[config.mk]
export PLATFORM = sky130hd
export DESIGN_NAME = twm_master_tx
export DESIGN_NICKNAME = d
export VERILOG_FILES = /design/src/inc/twm_pkg.sv /design/src/inc/twm_bit_if.sv /design/src/logic/twm_bit_engine.sv /design/src/logic/twm_master_tx.sv
export SDC_FILE = /design/constraint.sdc
export NUM_CORES = 1
export LEC_CHECK = 0
export BUFFER_PORTS_ARGS = -buffer_cell sky130_fd_sc_hd__buf_2
export CAP_MARGIN = 20
export CELL_PAD_IN_SITES_DETAIL_PLACEMENT = 0
export CELL_PAD_IN_SITES_GLOBAL_PLACEMENT = 1
export CORE_MARGIN = 1
export CORE_UTILIZATION = 30
export CTS_CLUSTER_DIAMETER = 50
export CTS_CLUSTER_SIZE = 25
export DETAILED_ROUTE_END_ITERATION = 6
export HOLD_SLACK_MARGIN = 0.08
export PLACE_DENSITY = 0.66
export SYNTH_ARGS = -nofsm -noshare
export SYNTH_HDL_FRONTEND = slang
export SYNTH_SLANG_ARGS = --single-unit
[constraint.sdc]
create_clock -name sys_clk -period 2.85 [get_ports sys_clk]
set_input_delay 0.4275 -clock sys_clk [delete_from_list [all_inputs] [get_ports sys_clk]]
set_output_delay 0.4275 -clock sys_clk [all_outputs]
set_load 0.05 [all_outputs]
[src/inc/twm_pkg.sv]
// Purpose: shared constants and types of the two-wire master transmitter
// Assumes: 50 MHz system clock, 32-bit AHB-Lite register access
// Notes: status codes are kept with the prescaler bits at zero
package twm_pkg;
  // ----------------------------------------
  // register map (byte addresses)
  // ----------------------------------------
  localparam logic [7:0] CTRL_OFS = 8'h00; // bus_control_register
  localparam logic [7:0] STAT_OFS = 8'h04; // bus_status_register
  localparam logic [7:0] DATA_OFS = 8'h08; // shift_data_register
  // ----------------------------------------
  // control bit positions
  // ----------------------------------------
  localparam int CB_FLAG = 7; // event flag, write one to clear
  localparam int CB_ACKEN = 6; // ack_enable, stored only here
  localparam int CB_STA = 5; // start_request
  localparam int CB_STO = 4; // stop_request
  localparam int CB_WC = 3; // write_collision_flag
  localparam int CB_EN = 2; // interface enable
  localparam int CB_IE = 0; // event_interrupt_enable
  localparam logic [7:0] CTRL_RST = 8'h00;
  localparam logic [1:0] PRESC_RST = 2'h0;
  // ----------------------------------------
  // status codes
  // ----------------------------------------
  localparam logic [7:0] ST_IDLE = 8'hF8;
  localparam logic [7:0] ST_START = 8'h08;
  localparam logic [7:0] ST_RSTART = 8'h10;
  localparam logic [7:0] ST_AW_ACK = 8'h18;
  localparam logic [7:0] ST_AW_NACK = 8'h20;
  localparam logic [7:0] ST_D_ACK = 8'h28;
  localparam logic [7:0] ST_D_NACK = 8'h30;
  localparam logic [7:0] ST_ARB = 8'h38;
  localparam logic [7:0] ST_AR_ACK = 8'h40;
  localparam logic [7:0] ST_AR_NACK = 8'h48;
  // ----------------------------------------
  // timing: bit period and quarter-bit tick
  // ----------------------------------------
  localparam int CLK_NS = 20;
  localparam int BIT_NS = 10000;
  localparam logic [7:0] QTR_CYC = 8'(BIT_NS / (4 * CLK_NS));
  // ----------------------------------------
  // engine commands and controller states
  // ----------------------------------------
  typedef enum logic [1:0] {
    TWM_NONE = 2'b00,
    TWM_START = 2'b01,
    TWM_STOP = 2'b10,
    TWM_BYTE = 2'b11
  } twm_cmd_t;
  typedef enum logic [2:0] {
    C_IDLE = 3'b000,
    C_STOP = 3'b001,
    C_START = 3'b010,
    C_BYTE = 3'b011,
    C_HOLD = 3'b100
  } twm_ctl_t;
endpackage

[src/inc/twm_bit_if.sv]
// Purpose: command path between controller and bit engine
// Assumes: both ends on sys_clk
// Notes: cmd_valid is offered for one cycle only, and the engine takes it only while idle
`timescale 1ns/100ps
interface twm_bit_if;
  import twm_pkg::*;
  logic cmd_valid; // command offered
  twm_cmd_t cmd; // what to put on the wire
  logic [7:0] tx_byte; // byte for a byte command
  logic done; // one-cycle pulse at end of command
  logic ack; // acknowledge seen low
  logic arb_lost; // lost arbitration, bus released
  logic bus_busy; // a start seen on the bus, by any master, no stop yet
  modport ctl(output cmd_valid, cmd, tx_byte, input done, ack, arb_lost, bus_busy);
  modport eng(input cmd_valid, cmd, tx_byte, output done, ack, arb_lost, bus_busy);
endinterface

[src/logic/twm_bit_engine.sv]
// Purpose: wire-level start, stop and byte sequencer with bus monitor
// Assumes: open-drain pins, pins synchronised here by two flops
// Notes: clock stretching honoured while the clock line is released
`timescale 1ns/100ps
module twm_bit_engine (
  input wire logic sys_clk,
  input wire logic rst_n,
  twm_bit_if.eng bif,
  input wire logic scl_i,
  input wire logic sda_i,
  output logic scl_oe_n,
  output logic sda_oe_n
);
  import twm_pkg::*;
  // ----------------------------------------
  // state
  // ----------------------------------------
  typedef struct packed {
    logic [7:0] div; // quarter-bit divider
    logic [1:0] q; // quarter within a bit
    twm_cmd_t ph; // running command, none when idle
    logic [3:0] bitn; // bit index, 8 is the ack slot
    logic [7:0] sh; // outgoing shift
    logic scl_oe_n; // low pulls clock low
    logic sda_oe_n; // low pulls data low
    logic scl_s1, scl_s2, sda_s1, sda_s2, sda_p;
    logic busy, done, ack, arb;
  } twm_eng_t;
  twm_eng_t r, next_r;
  logic tick;
  logic adv;
  always_comb begin
    tick = (r.div == 8'h00);
    // wait at the sample point until a stretched clock is released
    adv = tick && !(r.q == 2'd2 && !r.scl_s2);
  end
  // ----------------------------------------
  // next state
  // ----------------------------------------
  always_comb begin
    next_r = r;
    next_r.done = 1'b0;
    next_r.div = tick ? QTR_CYC - 8'h01 : r.div - 8'h01;
    // first flops are read only by the second
    next_r.scl_s1 = scl_i;
    next_r.scl_s2 = r.scl_s1;
    next_r.sda_s1 = sda_i;
    next_r.sda_s2 = r.sda_s1;
    next_r.sda_p = r.sda_s2;
    // start or stop by anyone on the bus
    if (r.scl_s2 && r.sda_p && !r.sda_s2) begin
      next_r.busy = 1'b1;
    end else if (r.scl_s2 && !r.sda_p && r.sda_s2) begin
      next_r.busy = 1'b0;
    end
    case (r.ph)
      TWM_NONE: begin
        if (bif.cmd_valid) begin
          next_r.ph = bif.cmd;
          next_r.q = 2'd0;
          next_r.bitn = 4'h0;
          next_r.sh = bif.tx_byte;
          next_r.arb = 1'b0;
        end
      end
      TWM_START: begin
        // also serves as repeated start from a held-low clock
        if (adv) begin
          next_r.q = r.q + 2'd1;
          case (r.q)
            2'd0: next_r.sda_oe_n = 1'b1;
            2'd1: next_r.scl_oe_n = 1'b1;
            2'd2: next_r.sda_oe_n = 1'b0;
            default: begin
              next_r.scl_oe_n = 1'b0;
              next_r.done = 1'b1;
              next_r.ph = TWM_NONE;
            end
          endcase
        end
      end
      TWM_STOP: begin
        if (adv) begin
          next_r.q = r.q + 2'd1;
          case (r.q)
            2'd0: next_r.sda_oe_n = 1'b0;
            2'd1: next_r.scl_oe_n = 1'b1;
            2'd2: next_r.sda_oe_n = 1'b1;
            default: begin
              next_r.done = 1'b1;
              next_r.ph = TWM_NONE;
            end
          endcase
        end
      end
      default: begin
        if (adv) begin
          next_r.q = r.q + 2'd1;
          case (r.q)
            // zero bit drives low, one bit and ack slot are released
            2'd0: next_r.sda_oe_n = (r.bitn == 4'd8) ? 1'b1 : r.sh[7];
            2'd1: next_r.scl_oe_n = 1'b1;
            2'd2: begin
              if (r.bitn == 4'd8) begin
                next_r.ack = !r.sda_s2; // low level is acknowledge
              end else if (r.sh[7] && !r.sda_s2) begin
                // another master won: let go of both lines
                next_r.sda_oe_n = 1'b1;
                next_r.scl_oe_n = 1'b1;
                next_r.arb = 1'b1;
                next_r.done = 1'b1;
                next_r.ph = TWM_NONE;
              end
            end
            default: begin
              next_r.scl_oe_n = 1'b0;
              next_r.sh = {r.sh[6:0], 1'b0};
              next_r.bitn = r.bitn + 4'h1;
              if (r.bitn == 4'd8) begin
                next_r.done = 1'b1;
                next_r.ph = TWM_NONE;
              end
            end
          endcase
        end
      end
    endcase
  end
  always_ff @(posedge sys_clk or negedge rst_n) begin
    if (!rst_n) begin
      r <= '{div: 8'h00, q: 2'd0, ph: TWM_NONE, bitn: 4'h0, sh: 8'h00,
             scl_oe_n: 1'b1, sda_oe_n: 1'b1, scl_s1: 1'b1, scl_s2: 1'b1,
             sda_s1: 1'b1, sda_s2: 1'b1, sda_p: 1'b1, busy: 1'b0,
             done: 1'b0, ack: 1'b0, arb: 1'b0};
    end else begin
      r <= next_r;
    end
  end
  assign bif.done = r.done;
  assign bif.ack = r.ack;
  assign bif.arb_lost = r.arb;
  assign bif.bus_busy = r.busy;
  assign scl_oe_n = r.scl_oe_n;
  assign sda_oe_n = r.sda_oe_n;
endmodule

[src/logic/twm_master_tx.sv]
// Purpose: two-wire master transmitter with AHB-Lite registers
// Assumes: one AHB-Lite slave, zero wait states, 50 MHz sys_clk
// Notes: master receive is only handed off, not carried out
`timescale 1ns/100ps
module twm_master_tx (
  input wire logic sys_clk,
  input wire logic rst_n,
  // ----------------------------------------
  // AHB-Lite slave
  // ----------------------------------------
  input wire logic hsel,
  input wire logic [31:0] haddr,
  input wire logic [1:0] htrans,
  input wire logic hwrite,
  input wire logic [2:0] hsize,
  input wire logic [31:0] hwdata,
  input wire logic hready,
  output logic [31:0] hrdata,
  output logic hreadyout,
  output logic hresp,
  // ----------------------------------------
  // two-wire bus, open drain
  // ----------------------------------------
  input wire logic scl_i,
  output logic scl_o,
  output logic scl_oe_n,
  input wire logic sda_i,
  output logic sda_o,
  output logic sda_oe_n,
  // ----------------------------------------
  // event request
  // ----------------------------------------
  output logic irq
);
  import twm_pkg::*;

  // ----------------------------------------
  // state of the controller
  // ----------------------------------------
  typedef struct packed {
    twm_ctl_t st; // controller step
    logic [7:0] ctrl; // control bits
    logic [7:0] stat; // status code, low bits zero
    logic [1:0] presc; // stored prescaler bits
    logic [7:0] data; // shift data
    logic own; // we hold the bus
    logic addr_next; // next byte is an address
    logic mr_mode; // handed to receiver
    logic pend_start; // start follows the stop
    logic sent; // command taken by engine
    logic wr_pend; // write data phase next
    logic [7:0] wr_ofs; // address of that write
    logic [31:0] hrdata; // read data register
    logic irq; // registered request
  } twm_top_t;

  twm_top_t r, next_r;
  twm_bit_if bif ();
  logic launch; // software released the held flag
  logic want; // controller needs the engine

  // ----------------------------------------
  // read mux
  // ----------------------------------------
  // unmapped offsets read as zero, bits above 7 read as zero
  function automatic logic [31:0] rd_mux(input logic [7:0] ofs, input twm_top_t s);
    logic [31:0] v;
    v = 32'h0000_0000;
    case (ofs)
      CTRL_OFS: v[7:0] = s.ctrl;
      // code with prescaler bits added beside it
      STAT_OFS: v[7:0] = {s.stat[7:3], 1'b0, s.presc};
      DATA_OFS: v[7:0] = s.data;
      default: v = 32'h0000_0000;
    endcase
    return v;
  endfunction

  // ----------------------------------------
  // bit engine
  // ----------------------------------------
  twm_bit_engine u_eng (
    .sys_clk(sys_clk),
    .rst_n(rst_n),
    .bif(bif.eng),
    .scl_i(scl_i),
    .sda_i(sda_i),
    .scl_oe_n(scl_oe_n),
    .sda_oe_n(sda_oe_n)
  );

  // command offer to the engine
  always_comb begin
    case (r.st)
      C_STOP: want = 1'b1;
      // free bus before a fresh start, not for a repeated one
      C_START: want = r.own || !bif.bus_busy;
      C_BYTE: want = 1'b1;
      default: want = 1'b0;
    endcase
  end
  assign bif.cmd_valid = want && !r.sent;
  assign bif.cmd = (r.st == C_STOP) ? TWM_STOP :
                   (r.st == C_START) ? TWM_START : TWM_BYTE;
  assign bif.tx_byte = r.data;

  // flag release: a one written to the flag while enabled
  always_comb begin
    launch = r.wr_pend && (r.wr_ofs == CTRL_OFS) && hwdata[CB_FLAG]
             && hwdata[CB_EN] && (r.ctrl[CB_FLAG] || r.st == C_IDLE);
  end

  // ----------------------------------------
  // next state
  // ----------------------------------------
  always_comb begin
    next_r = r;
    // ---- command bookkeeping ----
    if (bif.cmd_valid) begin
      next_r.sent = 1'b1;
    end
    if (bif.done) begin
      next_r.sent = 1'b0;
    end
    // ---- controller steps ----
    case (r.st)
      C_STOP: begin
        if (bif.done) begin
          next_r.ctrl[CB_STO] = 1'b0; // stop bit clears itself
          next_r.own = 1'b0;
          if (r.pend_start) begin
            next_r.st = C_START; // start after the stop
            next_r.pend_start = 1'b0;
          end else begin
            next_r.st = C_IDLE;
            next_r.stat = ST_IDLE;
          end
        end
      end
      C_START: begin
        if (bif.done) begin
          // repeated start keeps ownership
          next_r.stat = r.own ? ST_RSTART : ST_START;
          next_r.own = 1'b1;
          next_r.addr_next = 1'b1; // an address must follow
          next_r.mr_mode = 1'b0;
          next_r.ctrl[CB_FLAG] = 1'b1;
          next_r.st = C_HOLD;
        end
      end
      C_BYTE: begin
        if (bif.done) begin
          next_r.ctrl[CB_FLAG] = 1'b1;
          next_r.st = C_HOLD;
          next_r.addr_next = 1'b0;
          if (bif.arb_lost) begin
            next_r.stat = ST_ARB;
            next_r.own = 1'b0;
          end else if (r.addr_next && r.data[0]) begin
            // read bit: receiver takes over
            next_r.mr_mode = 1'b1;
            next_r.stat = bif.ack ? ST_AR_ACK : ST_AR_NACK;
          end else if (r.addr_next) begin
            next_r.stat = bif.ack ? ST_AW_ACK : ST_AW_NACK;
          end else begin
            next_r.stat = bif.ack ? ST_D_ACK : ST_D_NACK;
          end
        end
      end
      C_HOLD: begin
        // nothing moves on the wire until software acts
        next_r.st = C_HOLD;
      end
      default: begin
        next_r.st = C_IDLE;
      end
    endcase

    // ---- AHB address phase ----
    next_r.wr_pend = 1'b0;
    if (hsel && hready && htrans[1]) begin
      if (hwrite) begin
        next_r.wr_pend = 1'b1;
        next_r.wr_ofs = haddr[7:0];
      end else begin
        next_r.hrdata = rd_mux(haddr[7:0], r);
      end
    end

    // ---- AHB write data phase ----
    if (r.wr_pend) begin
      case (r.wr_ofs)
        CTRL_OFS: begin
          next_r.ctrl[CB_ACKEN] = hwdata[CB_ACKEN];
          next_r.ctrl[CB_STA] = hwdata[CB_STA];
          next_r.ctrl[CB_STO] = hwdata[CB_STO];
          next_r.ctrl[CB_EN] = hwdata[CB_EN];
          next_r.ctrl[CB_IE] = hwdata[CB_IE];
          // a written one clears unless hardware sets it that cycle; a write that disables always clears
          if (hwdata[CB_FLAG] && !(bif.done && r.st != C_STOP)) begin
            next_r.ctrl[CB_FLAG] = 1'b0;
          end
          if (!hwdata[CB_EN]) begin
            // disabled: the interface stops working
            next_r.st = C_IDLE;
            next_r.stat = ST_IDLE;
            next_r.own = 1'b0;
            next_r.ctrl[CB_FLAG] = 1'b0;
            next_r.pend_start = 1'b0;
          end
        end
        STAT_OFS: begin
          next_r.presc = hwdata[1:0];
        end
        DATA_OFS: begin
          if (r.ctrl[CB_FLAG]) begin
            next_r.data = hwdata[7:0];
            next_r.ctrl[CB_WC] = 1'b0;
          end else begin
            next_r.ctrl[CB_WC] = 1'b1; // write dropped
          end
        end
        default: begin
          next_r.wr_ofs = r.wr_ofs; // unmapped: ignored
        end
      endcase
    end

    // ---- action chosen on flag release ----
    if (launch) begin
      next_r.sent = 1'b0;
      if (r.st == C_IDLE || r.stat == ST_ARB) begin
        if (hwdata[CB_STA]) begin
          next_r.st = C_START; // wait for free bus
          next_r.own = 1'b0;
        end else begin
          // bus already let go; return to idle with the idle status
          next_r.st = C_IDLE;
          next_r.stat = ST_IDLE;
          next_r.own = 1'b0;
        end
      end else if (hwdata[CB_STO]) begin
        next_r.st = C_STOP;
        next_r.pend_start = hwdata[CB_STA];
      end else if (hwdata[CB_STA]) begin
        next_r.st = C_START; // repeated start
      end else if (r.mr_mode) begin
        next_r.st = C_HOLD; // receive side not in this block
      end else begin
        next_r.st = C_BYTE; // address or data goes out
      end
    end

    // ---- interrupt request ----
    next_r.irq = next_r.ctrl[CB_FLAG] && next_r.ctrl[CB_IE];
  end

  // ----------------------------------------
  // registers
  // ----------------------------------------
  always_ff @(posedge sys_clk or negedge rst_n) begin
    if (!rst_n) begin
      r <= '{st: C_IDLE, ctrl: CTRL_RST, stat: ST_IDLE, presc: PRESC_RST,
             data: 8'hFF, own: 1'b0, addr_next: 1'b0, mr_mode: 1'b0,
             pend_start: 1'b0, sent: 1'b0, wr_pend: 1'b0, wr_ofs: 8'h00,
             hrdata: 32'h0000_0000, irq: 1'b0};
    end else begin
      r <= next_r;
    end
  end

  // ----------------------------------------
  // outputs
  // ----------------------------------------
  // zero wait states keep the slave simple; reads cost one flop
  assign hrdata = r.hrdata;
  assign hreadyout = 1'b1;
  assign hresp = 1'b0;
  assign irq = r.irq;
  // open drain: only ever pulls low
  assign scl_o = 1'b0;
  assign sda_o = 1'b0;
endmodule

==> qor.yml <==
crit_type: "register to register"
cp_max_fo: 15
drtIter0Drc: 128
worstPathArrival_ns: 2.89
cts_buffers: 9
cts_resized: 0
grt_overflow: 0
core_sq_mm: 0.0153
netlist_top_cells_area: "dfrtp_1, dfstp_2, buf_4, mux2_2, nand2_1"
cts_tree: "done"
yosysMostFrequentCell: "dfrtp_1"
grt_max_degree: 49
io_pins: 115
syn_inst: 474
ys_warn_count: 0
synth_fa_ha_area_share_pct: 3.44
peakVddDrop_uv: 329
slew_headroom_pct: 54.3
synth-edff-count: 0
cts_setup_buffers: 0
dieArea_sq_mm: 0.0163
leakage_nw: 2.28
period_share_pct: 93.1
slew_violations: 0
synthMuxAreaShare_pct: 7.06
setup-tns-final_ns: 0
drt-total-wl_mm: 10.5
cts_sinks: 86
worst_pin_slew_ns: 0.685
synth-seq-area-share_pct: 46.0
cap_violations: 0
cts-root-buf: "clkbuf_16"
status: "finished, final reports clean"
fill_cells: 1593
die_h_microns: 128
place_ws_ns: 0.217
ys_async_sr_fraction_pct: 100
hold_viol_final: 0
routed_via_density: 4.78
cp_num_buf_inv: 1
post-dp-hpwl_mm: 7.48
grt_pass1_wl_mm: 17.9
cts_htree_levels: 3
hold_class: "input port to register"
wl_per_cell_microns: 14.6
critPathMaxStageDelay_ns: 0.43
fin_nets: 594
yosysTopAreaCellShare_pct: 34.9
cp_slowest_cell: "nor3b_2"
areaGrowthSynthToFinish_pct: 12.4
n_antenna_cell: 0
crit_family: "simple AND/OR/NAND/NOR gates"
fin_skew_ns: 0.00666
synth_flop_cell: "dfrtp_1"
end_kind: "register"
clockBufferDepth: 2
die_w_microns: 128
dpl_cell_area_sq_mm: 0.00500
layout_setup_ws_ns: 0.196
dr.pass1.iters: 4
period_needed_ns: 2.65
synth_top_family_by_area: "simple AND/OR/NAND/NOR gates"
cp_data_required_time_ns: 3.08
netlist_area_sq_mm: 0.00473
gp_congestion: 0.808
initial_core_util_pct: 30.9
synth_area_leader_cell: "dfrtp_1"
clk_pin_slew_ns: 0.07
ys_ff_latch: 86
start_kind: "register"
antenna_found_initial: 0
hold_ws_ns: 0.174
power_density_mw_per_mm2: 591
drc: 0
synth_cell_type_count: 69
setup_viol: 0
synthTopCellsByCount: "dfrtp_1, nand2_1, buf_4, nor2_1"
synth-compound-area-share_pct: 16.0
vias: 3443
rsz0062_at_grt: "no"
crit_chain: "inv_1 -> ha_1 -> nor3b_2 -> nand3_4 -> o22a_4 -> or2_0 -> a211o_1"
final_area_sq_mm: 0.00532
grt_pass1_vias: 3554
numPortBuffers: 34
synth_simple_gate_area_share_pct: 17.3
grt_usage_pct: 14.1
antenna_left: 0
syn_area_per_cell_sq_um: 9.99
insertion_delay_ns: 0.35
rows: 45
drive_gt1_share_pct: 22.9
synth_xor_xnor_area_share_pct: 1.11
clock.fmax_mhz: 377
==> per-layer routing <==
metal,up-vias,global-route usage (%),part of all wire [%]
li1,1700,-,-
met1,1680,18.6,49
met2,53,22.9,47
met3,10,3.35,2.7
met4,0,4.57,1.3
met5,-,0,0
==> cell families after synthesis <==
logic type      after synthesis
simple gates                155
compound gates              112
flops                        86
buf+inv                      69
mux                          31
fa+ha+maj                    13
xor+xnor                      6
other cells                   2
==> per-stage QoR <==
| step | util [%] | power, W | std cells |
|---|---|---|---|
| 2_1_floorplan | - | 0.00179 | 500 |
| 3_3_place_gp | 32.6 | 0.00191 | 704 |
| 3_5_place_dp | 32.6 | 0.00192 | 704 |
| 4_1_cts | 34.8 | 0.00320 | 721 |
| 5_1_grt | 34.8 | 0.00331 | 721 |
| 6_report | 34.8 | 0.00315 | 721 |
==> report_power, final <==
group / leakage [nW] / switching [W] / internal, W
logic: 1.08 / 0.000352 / 0.000168
clock network: 0.157 / 0.000532 / 0.000719
registers: 1.05 / 0.0000704 / 0.00131
==> worst paths after layout <==
check	slack [ns]	cells after the start	startpoint	to
max reg2reg	0.20	7	u_eng.r[27]$_DFF_PN0_	u_eng.r[18]$_DFFE_PN0P_
max in group asynchronous	1.55	3	rst_n	bif.tx_byte[2]$_DFFE_PN1P_
min	0.17	1	scl_i	u_eng.next_r[7]$_DFF_PN1_
min in group asynchronous	0.60	2	rst_n	u_eng.r[33]$_DFF_PN0_
max	0.20	7	u_eng.r[27]$_DFF_PN0_	u_eng.r[18]$_DFFE_PN0P_
min reg2reg	0.36	0	u_eng.next_r[5]$_DFF_PN1_	u_eng.next_r[4]$_DFF_PN1_
==> cell type report <==
cell class	instances	area (sq um)	share of cell area [%]
Inverter	18	67.6	1.27
Multi-Input combinational cell	345	2230	41.8
Sequential cell	86	2180	40.9
Tap cell	211	264	4.96
Clock inverter	6	77.6	1.46
Clock buffer	10	239	4.49
Timing Repair Buffer	45	270	5.08
==> registers in the layout, summed over array words and instances, names as in the netlist <==
| name | cells |
|---|---|
| u_eng.scl_oe_n | 1 |
| u_eng.sda_oe_n | 1 |
| u_eng.bif.ack | 1 |
| u_eng.bif.done | 1 |
| irq | 1 |
| u_eng.bif.bus_busy | 1 |
| bif.tx_byte | 8 |
| u_eng.bif.arb_lost | 1 |
| r | 34 |
| hrdata | 8 |
| u_eng.r | 26 |
| u_eng.next_r | 3 |
==> placed cells by master, fill, tap and decap left out, types with 5 or more instances in the layout <==
cell / instances
dfstp_2: 20
nand2b_1: 8
inv_1: 18
dfrtp_1: 66
nand4_1: 5
nor2b_1: 5
o211ai_1: 6
conb_1: 28
ha_1: 13
mux2_2: 19
nor3_1: 12
o21ai_0: 29
a21oi_1: 29
nand2_1: 50
clkbuf_16: 9
nor2_1: 30
buf_4: 10
mux2i_1: 12
buf_2: 33
nand3_1: 10
o31ai_1: 7
==> repair_timing <==
| item | in CTS | in global routing |
|---|---|---|
| hold buffers | 1 | 0 |
| endpoints found under the hold margin | 13 | 0 |
| setup endpoints to repair | 0 | 0 |
(Power assumes the default switching activity.)
